**src/inc/timer_pkg.sv**
```systemverilog
/*
  Shared constants for the capture/compare timer: register indices, field
  positions, reset values, prescaler masks and field encodings.
  Assumes a 32-bit APB slave where each register index maps to byte index*4.
*/
package timer_pkg;
  localparam int ADDR_W = 12;
  localparam int COUNT_W = 16;
  localparam int NUM_OUT = 6;
  localparam int FILTER_SAMPLES = 3;

  // Register indices; byte address is index times four
  localparam logic [7:0] IDX_COUNTER = 8'h90;
  localparam logic [7:0] IDX_CC0 = 8'h92;
  localparam logic [7:0] IDX_CMP1 = 8'h94;
  localparam logic [7:0] IDX_CTRL_ONE = 8'h9a;
  localparam logic [7:0] IDX_CTRL_TWO = 8'h9b;
  localparam logic [7:0] IDX_WAVE = 8'h9c;

  // timer_control_one fields
  localparam int RUN_BIT = 0;
  localparam int SRC_LSB = 1;
  localparam int EDGE_LSB = 3;
  localparam int TRIG_BIT = 7;
  // timer_control_two fields
  localparam int FILT_LSB = 0;
  localparam int RELOAD_BIT = 2;
  localparam int MODE_BIT = 3;
  localparam int ACT0_LSB = 4;
  localparam int ACT1_LSB = 6;
  // wave_output_control fields
  localparam int INV_A_BIT = 6;
  localparam int INV_B_BIT = 7;

  localparam logic [7:0] CTRL_ONE_RST = 8'h00;
  localparam logic [7:0] CTRL_TWO_RST = 8'h00;
  localparam logic [7:0] WAVE_RST = 8'h00;
  localparam logic [15:0] COUNT_RST = 16'h0000;

  localparam int PRE_W = 5;
  localparam logic [2:0] DIV8_MASK = 3'h7;
  localparam logic [4:0] DIV32_MASK = 5'h1f;

  typedef enum logic [1:0] {SRC_F1, SRC_F8, SRC_F32, SRC_FAST} count_src_t;
  typedef enum logic [1:0] {FILT_OFF, FILT_F1, FILT_F8, FILT_F32} filter_t;
  typedef enum logic [1:0] {ACT_KEEP, ACT_TOGGLE, ACT_LOW, ACT_HIGH} action_t;
  typedef enum logic [1:0] {EDGE_RISE, EDGE_FALL, EDGE_BOTH, EDGE_NONE} edge_t;
endpackage

```
**src/hdl/capture_compare_timer.sv**
```systemverilog
/*
  Sixteen-bit capture/compare timer with APB register access, input capture
  with noise filter, buffered compares and six gated waveform outputs.
  Assumes external pins and ring clocks are asynchronous; port_data comes
  from the port controller on clk; events go to an outside interrupt unit.
*/
`timescale 1ns/1ps
module capture_compare_timer #(
  parameter int COUNT_W = timer_pkg::COUNT_W,
  parameter int NUM_OUT = timer_pkg::NUM_OUT
) (
  input wire logic clk,
  input wire logic rst,
  input wire logic psel,
  input wire logic penable,
  input wire logic pwrite,
  input wire logic [timer_pkg::ADDR_W-1:0] paddr,
  input wire logic [31:0] pwdata,
  output logic [31:0] prdata,
  output logic pready,
  output logic pslverr,
  input wire logic pulse_input_pin,
  input wire logic slow_ring_clock,
  input wire logic fast_ring_clock,
  input wire logic [NUM_OUT-1:0] port_data,
  output logic [NUM_OUT-1:0] compare_wave_output,
  output logic capture_event_input,
  output logic overflow_event,
  output logic compare0_event,
  output logic compare1_event
);
  logic [7:0] ctrl_one_reg;
  logic [7:0] ctrl_two_reg;
  logic [7:0] wave_ctrl_reg;
  logic [COUNT_W-1:0] count_reg;
  logic [COUNT_W-1:0] count_next;
  logic [COUNT_W-1:0] cc0_reg;
  logic [COUNT_W-1:0] cmp1_reg;
  logic [COUNT_W-1:0] cc0_buf_reg;
  logic [COUNT_W-1:0] cmp1_buf_reg;
  logic [timer_pkg::PRE_W-1:0] pre_reg;
  logic [2:0] sync1_reg;
  logic [2:0] sync2_reg;
  logic fast_prev_reg;
  logic trig_prev_reg;
  logic wave_reg;
  logic wave_next;
  logic run;
  logic mode_cmp;
  logic reload;
  logic fast_tick;
  logic tick;
  logic hit0;
  logic hit1;
  logic ovf;
  logic load_now;
  logic trig_level;
  logic filt_level;
  logic filt_tick;
  logic edge_seen;
  logic cap_hit;
  logic wr_en;
  logic rd_setup;
  logic hit_counter;
  logic hit_cc0;
  logic hit_cmp1;
  logic hit_ctrl_one;
  logic hit_ctrl_two;
  logic hit_wave;
  logic mapped;
  logic [31:0] rd_value;
  timer_pkg::count_src_t src_sel;
  timer_pkg::filter_t filt_sel;
  timer_pkg::edge_t edge_sel;
  timer_pkg::action_t act0;
  timer_pkg::action_t act1;

  initial begin
    if (COUNT_W < 8 || COUNT_W > 32) begin
      $error("COUNT_W must lie between 8 and 32");
    end
    if (NUM_OUT < 1 || NUM_OUT > 6) begin
      $error("NUM_OUT must lie between 1 and 6");
    end
  end

  // Strobe for one of the prescaled rates; shared by counter and filter
  function automatic logic rate_tick(input logic [1:0] sel,
                                     input logic [timer_pkg::PRE_W-1:0] pre,
                                     input logic fast);
    logic t;
    t = 1'b0;
    case (sel)
      timer_pkg::SRC_F1: t = 1'b1;
      timer_pkg::SRC_F8: t = (pre[2:0] == timer_pkg::DIV8_MASK);
      timer_pkg::SRC_F32: t = (pre == timer_pkg::DIV32_MASK);
      default: t = fast;
    endcase
    return t;
  endfunction

  function automatic logic addr_is(input logic [timer_pkg::ADDR_W-1:0] a,
                                   input logic [7:0] idx);
    return a == {{(timer_pkg::ADDR_W-10){1'b0}}, idx, 2'b00};
  endfunction

  function automatic logic apply_action(input timer_pkg::action_t act,
                                        input logic cur);
    logic v;
    v = cur;
    case (act)
      timer_pkg::ACT_TOGGLE: v = !cur;
      timer_pkg::ACT_LOW: v = 1'b0;
      timer_pkg::ACT_HIGH: v = 1'b1;
      default: v = cur;
    endcase
    return v;
  endfunction

  assign run = ctrl_one_reg[timer_pkg::RUN_BIT];
  assign src_sel = timer_pkg::count_src_t'(ctrl_one_reg[timer_pkg::SRC_LSB +: 2]);
  assign edge_sel = timer_pkg::edge_t'(ctrl_one_reg[timer_pkg::EDGE_LSB +: 2]);
  assign filt_sel = timer_pkg::filter_t'(ctrl_two_reg[timer_pkg::FILT_LSB +: 2]);
  assign reload = ctrl_two_reg[timer_pkg::RELOAD_BIT];
  assign mode_cmp = ctrl_two_reg[timer_pkg::MODE_BIT];
  assign act0 = timer_pkg::action_t'(ctrl_two_reg[timer_pkg::ACT0_LSB +: 2]);
  assign act1 = timer_pkg::action_t'(ctrl_two_reg[timer_pkg::ACT1_LSB +: 2]);

  // Pins and ring clocks are asynchronous, so each passes two flops first
  always_ff @(posedge clk) begin
    if (rst) begin
      sync1_reg <= 3'h0;
      sync2_reg <= 3'h0;
    end else begin
      sync1_reg <= {fast_ring_clock, slow_ring_clock, pulse_input_pin};
      sync2_reg <= sync1_reg;
    end
  end

  always_ff @(posedge clk) begin
    if (rst) begin
      fast_prev_reg <= 1'b0;
    end else begin
      fast_prev_reg <= sync2_reg[2];
    end
  end

  // Fast ring clock must stay below half of clk to be seen on every edge
  assign fast_tick = sync2_reg[2] && !fast_prev_reg;

  // Free-running prescaler; runs regardless of the run bit
  always_ff @(posedge clk) begin
    if (rst) begin
      pre_reg <= '0;
    end else begin
      pre_reg <= pre_reg + 1'b1;
    end
  end

  assign tick = run && rate_tick(src_sel, pre_reg, fast_tick);

  // Trigger choice, then filter
  assign trig_level = ctrl_one_reg[timer_pkg::TRIG_BIT] ? sync2_reg[1] : sync2_reg[0];
  assign filt_tick = rate_tick(2'(filt_sel - 2'h1), pre_reg, fast_tick);

  noise_filter #(
    .SAMPLES(timer_pkg::FILTER_SAMPLES)
  ) u_filter (
    .clk(clk),
    .rst(rst),
    .level_in(trig_level),
    .sample_tick(filt_tick),
    .bypass(filt_sel == timer_pkg::FILT_OFF),
    .level_out(filt_level)
  );

  always_ff @(posedge clk) begin
    if (rst) begin
      trig_prev_reg <= 1'b0;
    end else begin
      trig_prev_reg <= filt_level;
    end
  end

  always_comb begin
    edge_seen = 1'b0;
    case (edge_sel)
      timer_pkg::EDGE_RISE: edge_seen = filt_level && !trig_prev_reg;
      timer_pkg::EDGE_FALL: edge_seen = !filt_level && trig_prev_reg;
      timer_pkg::EDGE_BOTH: edge_seen = filt_level != trig_prev_reg;
      default: edge_seen = 1'b0;
    endcase
  end

  // Capture right at the filtered edge, so lag is the two sync flops plus the filter delay
  assign cap_hit = run && !mode_cmp && edge_seen;

  // Compare matches only count in compare mode, on a count tick
  assign hit0 = tick && mode_cmp && (count_reg == cc0_reg);
  assign hit1 = tick && mode_cmp && (count_reg == cmp1_reg);
  assign ovf = tick && (&count_reg);

  always_comb begin
    count_next = count_reg;
    if (!run) begin
      count_next = '0;
    end else if (tick) begin
      if (reload && hit1) begin
        count_next = '0;
      end else begin
        count_next = count_reg + 1'b1;
      end
    end
  end

  // The counter is never written by software in either mode
  always_ff @(posedge clk) begin
    if (rst) begin
      count_reg <= timer_pkg::COUNT_RST;
    end else begin
      count_reg <= count_next;
    end
  end

  assign load_now = !run || (!reload && ovf) || (reload && hit1);

  // Buffered compare values; compare 0 buffer locked out in capture mode
  always_ff @(posedge clk) begin
    if (rst) begin
      cc0_buf_reg <= '0;
    end else if (wr_en && hit_cc0 && mode_cmp) begin
      cc0_buf_reg <= pwdata[COUNT_W-1:0];
    end
  end

  always_ff @(posedge clk) begin
    if (rst) begin
      cmp1_buf_reg <= '0;
    end else if (wr_en && hit_cmp1) begin
      cmp1_buf_reg <= pwdata[COUNT_W-1:0];
    end
  end

  // Register 0 doubles as capture latch and active compare 0 value
  always_ff @(posedge clk) begin
    if (rst) begin
      cc0_reg <= '0;
    end else if (!mode_cmp) begin
      if (cap_hit) begin
        cc0_reg <= count_reg;
      end
    end else if (load_now) begin
      cc0_reg <= cc0_buf_reg;
    end
  end

  always_ff @(posedge clk) begin
    if (rst) begin
      cmp1_reg <= '0;
    end else if (load_now) begin
      cmp1_reg <= cmp1_buf_reg;
    end
  end

  // Compare 1 applied after compare 0, so it wins when both hit together
  assign wave_next = hit1 ? apply_action(act1, hit0 ? apply_action(act0, wave_reg) : wave_reg)
                          : (hit0 ? apply_action(act0, wave_reg) : wave_reg);

  always_ff @(posedge clk) begin
    if (rst) begin
      wave_reg <= 1'b0;
    end else begin
      wave_reg <= wave_next;
    end
  end

  // Output gating; a gated-off output holds a fixed low level
  generate
    for (genvar i = 0; i < NUM_OUT; i++) begin : g_out
      localparam int INV_BIT = (i < 3) ? timer_pkg::INV_A_BIT : timer_pkg::INV_B_BIT;
      always_ff @(posedge clk) begin
        if (rst) begin
          compare_wave_output[i] <= 1'b0;
        end else if (mode_cmp && wave_ctrl_reg[i] && port_data[i]) begin
          compare_wave_output[i] <= wave_reg ^ wave_ctrl_reg[INV_BIT];
        end else begin
          compare_wave_output[i] <= 1'b0;
        end
      end
    end
  endgenerate

  // Event pulses, one cycle each
  always_ff @(posedge clk) begin
    if (rst) begin
      capture_event_input <= 1'b0;
      overflow_event <= 1'b0;
      compare0_event <= 1'b0;
      compare1_event <= 1'b0;
    end else begin
      capture_event_input <= cap_hit;
      overflow_event <= ovf;
      compare0_event <= hit0;
      compare1_event <= hit1;
    end
  end

  // APB decode
  always_comb begin
    hit_counter = 1'b0;
    hit_cc0 = 1'b0;
    hit_cmp1 = 1'b0;
    hit_ctrl_one = 1'b0;
    hit_ctrl_two = 1'b0;
    hit_wave = 1'b0;
    if (addr_is(paddr, timer_pkg::IDX_COUNTER)) begin
      hit_counter = 1'b1;
    end else if (addr_is(paddr, timer_pkg::IDX_CC0)) begin
      hit_cc0 = 1'b1;
    end else if (addr_is(paddr, timer_pkg::IDX_CMP1)) begin
      hit_cmp1 = 1'b1;
    end else if (addr_is(paddr, timer_pkg::IDX_CTRL_ONE)) begin
      hit_ctrl_one = 1'b1;
    end else if (addr_is(paddr, timer_pkg::IDX_CTRL_TWO)) begin
      hit_ctrl_two = 1'b1;
    end else if (addr_is(paddr, timer_pkg::IDX_WAVE)) begin
      hit_wave = 1'b1;
    end
  end

  assign mapped = hit_counter | hit_cc0 | hit_cmp1 | hit_ctrl_one | hit_ctrl_two | hit_wave;
  assign pready = 1'b1;
  assign pslverr = psel && penable && !mapped;
  assign wr_en = psel && penable && pwrite && mapped;
  assign rd_setup = psel && !penable && !pwrite;

  always_comb begin
    rd_value = 32'h0000_0000;
    if (hit_counter) begin
      rd_value[COUNT_W-1:0] = count_reg;
    end else if (hit_cc0) begin
      rd_value[COUNT_W-1:0] = cc0_reg;
    end else if (hit_cmp1) begin
      rd_value[COUNT_W-1:0] = cmp1_reg;
    end else if (hit_ctrl_one) begin
      rd_value[7:0] = ctrl_one_reg;
    end else if (hit_ctrl_two) begin
      rd_value[7:0] = ctrl_two_reg;
    end else if (hit_wave) begin
      rd_value[7:0] = wave_ctrl_reg;
    end
  end

  // Read data captured in the setup cycle, presented in the access cycle
  always_ff @(posedge clk) begin
    if (rst) begin
      prdata <= 32'h0000_0000;
    end else if (rd_setup) begin
      prdata <= rd_value;
    end
  end

  // Mode bit is taken as written; software keeps it still while running
  always_ff @(posedge clk) begin
    if (rst) begin
      ctrl_one_reg <= timer_pkg::CTRL_ONE_RST;
    end else if (wr_en && hit_ctrl_one) begin
      ctrl_one_reg <= pwdata[7:0];
    end
  end

  always_ff @(posedge clk) begin
    if (rst) begin
      ctrl_two_reg <= timer_pkg::CTRL_TWO_RST;
    end else if (wr_en && hit_ctrl_two) begin
      ctrl_two_reg <= pwdata[7:0];
    end
  end

  always_ff @(posedge clk) begin
    if (rst) begin
      wave_ctrl_reg <= timer_pkg::WAVE_RST;
    end else if (wr_en && hit_wave) begin
      wave_ctrl_reg <= pwdata[7:0];
    end
  end
endmodule

```
**src/hdl/noise_filter.sv**
```systemverilog
/*
  Digital noise filter for the capture trigger level.
  Assumes level_in is already synchronised to clk and sample_tick is a
  one-cycle strobe at the chosen sampling rate.
*/
`timescale 1ns/1ps
module noise_filter #(
  parameter int SAMPLES = timer_pkg::FILTER_SAMPLES
) (
  input wire logic clk,
  input wire logic rst,
  input wire logic level_in,
  input wire logic sample_tick,
  input wire logic bypass,
  output logic level_out
);
  logic [SAMPLES-2:0] hist_reg;
  logic [SAMPLES-1:0] window;

  initial begin
    if (SAMPLES < 2) begin
      $error("noise_filter needs at least two samples");
    end
  end

  assign window = {hist_reg, level_in};

  always_ff @(posedge clk) begin
    if (rst) begin
      hist_reg <= '0;
    end else if (sample_tick) begin
      hist_reg <= window[SAMPLES-2:0];
    end
  end

  // Bypass passes the level straight through; filtered needs equal samples
  always_ff @(posedge clk) begin
    if (rst) begin
      level_out <= 1'b0;
    end else if (bypass) begin
      level_out <= level_in;
    end else if (sample_tick && ((&window) || !(|window))) begin
      level_out <= level_in;
    end
  end
endmodule

```
**config.mk**
```make
export PLATFORM = sky130hd
export DESIGN_NAME = capture_compare_timer
export DESIGN_NICKNAME = d
export VERILOG_FILES = /design/src/inc/timer_pkg.sv /design/src/hdl/capture_compare_timer.sv /design/src/hdl/noise_filter.sv
export SDC_FILE = /design/constraint.sdc
export NUM_CORES = 1
export LEC_CHECK = 0
export BUFFER_PORTS_ARGS = -buffer_cell sky130_fd_sc_hd__buf_2
export CAP_MARGIN = 30
export CORE_ASPECT_RATIO = 0.75
export CORE_MARGIN = 2
export CORE_UTILIZATION = 35
export DETAILED_ROUTE_END_ITERATION = 12
export GPL_ROUTABILITY_DRIVEN = 0
export PLACE_DENSITY_LB_ADDON = 0.2
export SLEW_MARGIN = 10
export SYNTH_ARGS = -nofsm -noshare
export SYNTH_HDL_FRONTEND = slang
export SYNTH_SLANG_ARGS = --single-unit
```
**constraint.sdc**
```tcl
create_clock -name clk -period 8.1 [get_ports clk]
set_input_delay 0.81 -clock clk [delete_from_list [all_inputs] [get_ports clk]]
set_output_delay 0.81 -clock clk [all_outputs]
set_load 0.1 [all_outputs]
```
## After elaboration in Yosys (flattened, before gate mapping)

Index checks and enable logic that the tools add are counted.

- Output and inout bits: 44
- Bits of input ports: 58
- Register bits: 147
- Logic and storage cells: 179

- Reductions and logical operators: 69
- Muxes and demuxes: 42
- Bitwise operators: 14
- Add/sub/neg operators: 3
- Equal/unequal tests: 24

Operators by type and width:

| cell | count |
|---|---|
| 16-bit two-way mux | 6 |
| 12-bit by 10-bit equality test with 1-bit output (second input constant) | 6 |
| 8-bit two-way mux | 5 |
| 1-bit logical AND | 37 |
| 16-bit equality test | 2 |
| 1-bit two-way mux | 26 |
| 16-bit by 1-bit adder with 16-bit output (second input constant) | 1 |
| 16-bit AND reduction | 1 |
| 1-bit one-hot mux with 3 select lines | 5 |
| 2-bit equality test (second input constant) | 7 |
| 2-bit OR reduction | 7 |
| 1-bit zero test | 12 |
| 2-bit by 1-bit equality test with 1-bit output (second input constant) | 5 |
| 2-bit zero test | 4 |
| 1-bit inverter | 7 |
| 5-bit by 1-bit adder with 5-bit output (second input constant) | 1 |
| 5-bit equality test (second input constant) | 1 |
| 1-bit bitwise OR | 5 |
| 2-bit nonzero test | 2 |
| 3-bit equality test (second input constant) | 1 |
| 1-bit logical OR | 3 |
| 3-bit AND reduction | 1 |
| 3-bit OR reduction | 1 |
| 2-bit by 1-bit inequality test with 1-bit output (second input constant) | 1 |
| 4 further kinds | 5 |

## Depth between registers and ports, before layout

- Depth after elaboration: 13
- Gate-level depth with buffers: 12
- Depth with buffers taken out: 9

## Hierarchy

A second synthesis with hierarchy kept.

- Cells, all modules: 779
- Area, all modules: 6864.1 µm²

By module, submodules not included:

| module | seq. area each (µm²) | cells an instance | area an instance (µm²) | instances |
|---|---|---|---|---|
| capture_compare_timer | 2882.8 | 765 | 6736.5 | 1 |
| noise_filter | 60.1 | 14 | 127.6 | 1 |

## Least setup slack after synthesis

Ideal clock, no wire load.

- Kind: input to output
- Start: input port paddr[5] in the netlist's numbering
- End: output port pslverr
- Data required time: 7.290 ns
- Stages: 5
- Path buffers: 1
- Slack: 4.276 ns
- Arrival time: 3.014 ns
- Path through: clkbuf_1 inv_1 nor2_1 o31ai_1 a31oi_1

- Cells in the longest elaborated chain, start to end: 10
- Elaborated cells between the ends (all ways): 34
- Those cells by class: 6 x eq/ne; 21 x mux; 5 x bitwise; 2 x reduce/logical

RTL lines:

| what | RTL line | text |
|---|---|---|
| from (decl) | capture_compare_timer.sv:17 | `input wire logic [timer_pkg::ADDR_W-1:0] paddr,` |
| 12-bit by 10-bit equality test with 1-bit output | capture_compare_timer.sv:104 | `return a == {{(timer_pkg::ADDR_W-10){1'b0}}, idx, 2'b00};` |
| 1-bit two-way mux (on tied branches) (2 in series) | -- |  |
| 1-bit bitwise OR (tied with other cells) (3 in series) | capture_compare_timer.sv:331 | `assign mapped = hit_counter \| hit_cc0 \| hit_cmp1 \| hit_ctrl_one \| hit_ctrl_two \| hit_wave;` |
| 1-bit bitwise OR or 1-bit two-way mux (tied branches) | capture_compare_timer.sv:331, capture_compare_timer.sv:316 |  |
| 1-bit bitwise OR * | capture_compare_timer.sv:331 |  |
| 1-bit zero test * | capture_compare_timer.sv:333 | `assign pslverr = psel && penable && !mapped;` |
| 1-bit logical AND * | capture_compare_timer.sv:333 |  |
| to (decl) | capture_compare_timer.sv:21 | `output logic pslverr,` |

Every way passes the cells marked *; elsewhere a longest branch is shown, timed or not.

## Final worst setup path

- Start: register pre_reg[0] in the netlist's numbering
- End: register cc0_reg[1]

- Cells in the longest elaborated chain, start to end: 9
- Elaborated cells between the ends (all ways): 13
- Those cells by class: 3 x eq/ne; 1 x mux; 9 x reduce/logical

RTL lines:

| what | RTL line | text |
|---|---|---|
| from (decl) | capture_compare_timer.sv:41 | `logic [timer_pkg::PRE_W-1:0] pre_reg;` |
| from (signal assigned) | capture_compare_timer.sv:156 | `pre_reg <= pre_reg + 1'b1;` |
| 5-bit equality test or 3-bit equality test (tied branches) | capture_compare_timer.sv:96, capture_compare_timer.sv:95 |  |
| 1-bit one-hot mux with 3 select lines * | capture_compare_timer.sv:93 | `case (sel)` |
| 1-bit logical AND * | capture_compare_timer.sv:160 | `assign tick = run && rate_tick(src_sel, pre_reg, fast_tick);` |
| 1-bit logical AND (on tied branches) | capture_compare_timer.sv:201, capture_compare_timer.sv:200 |  |
| 1-bit logical AND (on tied branches) | capture_compare_timer.sv:225, capture_compare_timer.sv:200 |  |
| 1-bit logical OR or 1-bit logical AND (tied branches) | capture_compare_timer.sv:225 | `assign load_now = !run \|\| (!reload && ovf) \|\| (reload && hit1);` |
| 1-bit logical OR * | capture_compare_timer.sv:225 |  |
| 2-bit by 1-bit inequality test with 1-bit output (no source line) * | -- |  |
| 2-bit AND reduction (no source line) * | -- |  |
| to (signal assigned) | capture_compare_timer.sv:250 | `cc0_reg <= count_reg;` |
| to (signal assigned) | capture_compare_timer.sv:253 | `cc0_reg <= cc0_buf_reg;` |
| to (decl) | capture_compare_timer.sv:37 | `logic [COUNT_W-1:0] cc0_reg;` |

Marks and branches as above.
A chain may end at the register's enable or synchronous reset.

==> results.json <==
{
  "post_cts_buffers": 0,
  "tightest_slew_ps": 961,
  "grt_pass1_vias": 5088,
  "grt_max_degree": 84,
  "cts_buffers": 17,
  "start_util": 0.359,
  "setup_viol": 0,
  "post-dp-hpwl_mm": 13.7,
  "grt_antenna_before_repair": 1,
  "worstHoldPathType": "register to register",
  "fin_crit_ps": 3250,
  "rows": 44,
  "die_h_um": 126,
  "synth_top_area_share": 0.421,
  "whs_path_depth": 1,
  "ff2ff_path_depth": 11,
  "hold_viol": 0,
  "synth.cell_area_sq_um": 7000,
  "final-seq-area_sq_um": 2940,
  "dpl_cell_area_sq_um": 7450,
  "cts_max_path_buffers": 2,
  "drcViolationCount": 8,
  "viasPerCell": 5.07,
  "status": "finished, violations left",
  "synth_flop_cell": "dfxtp_1",
  "fmax_mhz": 307,
  "finalPower_w": 0.00164,
  "syn_inst": 780,
  "reg2reg_from": "pre_reg[0]",
  "ant_nets": 0,
  "htree_levels": 4,
  "drive_gt1_frac": 0.151,
  "cp.arrival_ps": 3520,
  "die_area_sq_um": 21100,
  "area_delta_synth_final_pct": 14.9,
  "start_kind": "register",
  "synth.distinct_cells": 58,
  "violations": "design-rule violations",
  "port_buffers": 68,
  "rsz0062_at_grt": "false",
  "fill_cells": 2001,
  "die_w_um": 167,
  "avgSynthCellArea_sq_um": 8.97,
  "num_vias": 5502,
  "setup_tns_ps": 0,
  "period_share": 0.402,
  "layout_common_cells": "dfxtp_1, nor2_1, mux2i_1",
  "hold_buffers": 0,
  "yosys_warnings": 0,
  "synth_sequential_area_ratio": 0.421,
  "core_sq_um": 19500,
  "holdWs_ps": 435,
  "cts_tree": "yes",
  "track_usage": 0.186,
  "cp_data_required_time_ps": 8370,
  "clk_latency_ps": 430,
  "fin_skew_ps": 8.76,
  "final_common_cell": "dfxtp_1",
  "firstDrtPassIters": 12,
  "cp-end-kind": "register",
  "pre_cts_ws_ps": 4660,
  "grt-ovfl-total": 0,
  "clk_pin_slew_ps": 60,
  "slew_violations": 0,
  "critPathLaunch": "pre_reg[0]",
  "root_buffer": "clkbuf_16",
  "synth.area.top_cells": "dfxtp_1, mux2i_1, nor2_1",
  "stdcell_area_sq_um": 8040,
  "p_per_area_nw_per_um2": 203,
  "r2r_slack_ps": 4850,
  "criticalPathCategory": "register to register",
  "cts.sinks": 147,
  "crit_end": "cc0_reg[1]",
  "synth_area_leader_cell": "dfxtp_1",
  "cts_resized": 0,
  "timing.slew.headroom": 0.357,
  "async_flop_share": 0,
  "grt_first_pass_wirelength_mm": 30.0,
  "cap_violations": 0,
  "multi_input_area_sq_um": 3740,
  "antenna_cells": 0,
  "io_pins": 102,
  "wl_per_cell_um": 17.7,
  "worst_r2r_endpoint": "cc0_reg[1]",
  "drt_iter0_drc": 467,
  "wl_mm": 19.2,
  "synth_seq_cells": 147,
  "timing.final.ws_setup_ps": 4850,
  "fin_nets": 883,
  "irDropWorstVdd_uv": 127,
  "synth_edf_count": 0,
  "leakagePower_nw": 2.97,
  "cp_max_fo": 18
}
[power by group]
group	total [W]	switching (W)	internal (W)
clock network	0.000785	0.000327	0.000458
logic	0.000118	0.0000955	0.0000229
registers	0.000732	0.00000294	0.000729
total	0.00164	0.000425	0.00121
[cell families (layout without fill, tap and decap cells)]
kind of cell / count (synthesis) / count (layout) / synth area share
and+or+nand+nor: 315 / 315 / 0.238
muxes: 80 / 80 / 0.115
adders and majority gates: 6 / 6 / 0.0107
DFF: 147 / 147 / 0.421
xor gates and xnor gates: 51 / 51 / 0.0639
other: 2 / 17 / 0.00107
buffers and inverters: 84 / 121 / 0.0583
AOI/OAI and AO/OA: 95 / 95 / 0.0927
[how the worst min path moves through the flow]
stage / start / to
floorplan: sync1_reg[0] / sync2_reg[0]
global placement: sync1_reg[2] / sync2_reg[2]
detailed placement: sync1_reg[0] / sync2_reg[0]
CTS: sync1_reg[0] / sync2_reg[0]
global route: sync1_reg[1] / sync2_reg[1]
finish: sync1_reg[1] / sync2_reg[1]
[metal layers]
| metal | vias to the layer above | GRT usage | share of wire |
|---|---|---|---|
| met5 | - | 0 | 0.00068 |
| met4 | 2 | 0.0593 | 0.017 |
| met3 | 26 | 0.0462 | 0.061 |
| met2 | 159 | 0.253 | 0.39 |
| met1 | 2557 | 0.284 | 0.53 |
| li1 | 2758 | - | - |
[stage by stage]
step                instances  utilization
global route             1085        0.413
CTS                      1084        0.412
global placement         1052        0.382
finish                   1085        0.413
floorplan                 795            -
detailed placement       1052        0.382
[final cells by class]
cell class | count | area share
clock buffers | 19 | 0.0538
clock inverters | 13 | 0.0188
inverters | 10 | 0.00467
multi-input cells | 564 | 0.465
flip-flops and latches | 147 | 0.366
well taps | 253 | 0.0394
repair buffers | 79 | 0.0526
[synthesized netlist by cell type (9+ instances only)]
| cell | instances |
|---|---|
| a211oi_1 | 16 |
| a21oi_1 | 23 |
| and3_1 | 9 |
| buf_4 | 18 |
| clkbuf_1 | 45 |
| dfxtp_1 | 147 |
| inv_1 | 10 |
| mux2i_1 | 79 |
| nand2_1 | 61 |
| nand2b_1 | 39 |
| nand4_1 | 12 |
| nor2_1 | 94 |
| nor2b_1 | 12 |
| nor3_1 | 24 |
| nor3b_1 | 19 |
| o21ai_0 | 18 |
| xnor2_1 | 18 |
| xor2_1 | 33 |
[worst max-delay path, stage by stage (launching register included)]
cell,delay [ps]
dfxtp_1,350
ha_1,170
and3_1,160
ha_1,180
nand2b_1,100
a311oi_1,290
buf_4,250
nand3_1,280
o311ai_4,690
buf_4,340
o21ai_0,110
nor3b_1,160
Note: power is estimated with default switching activity, not from simulation.
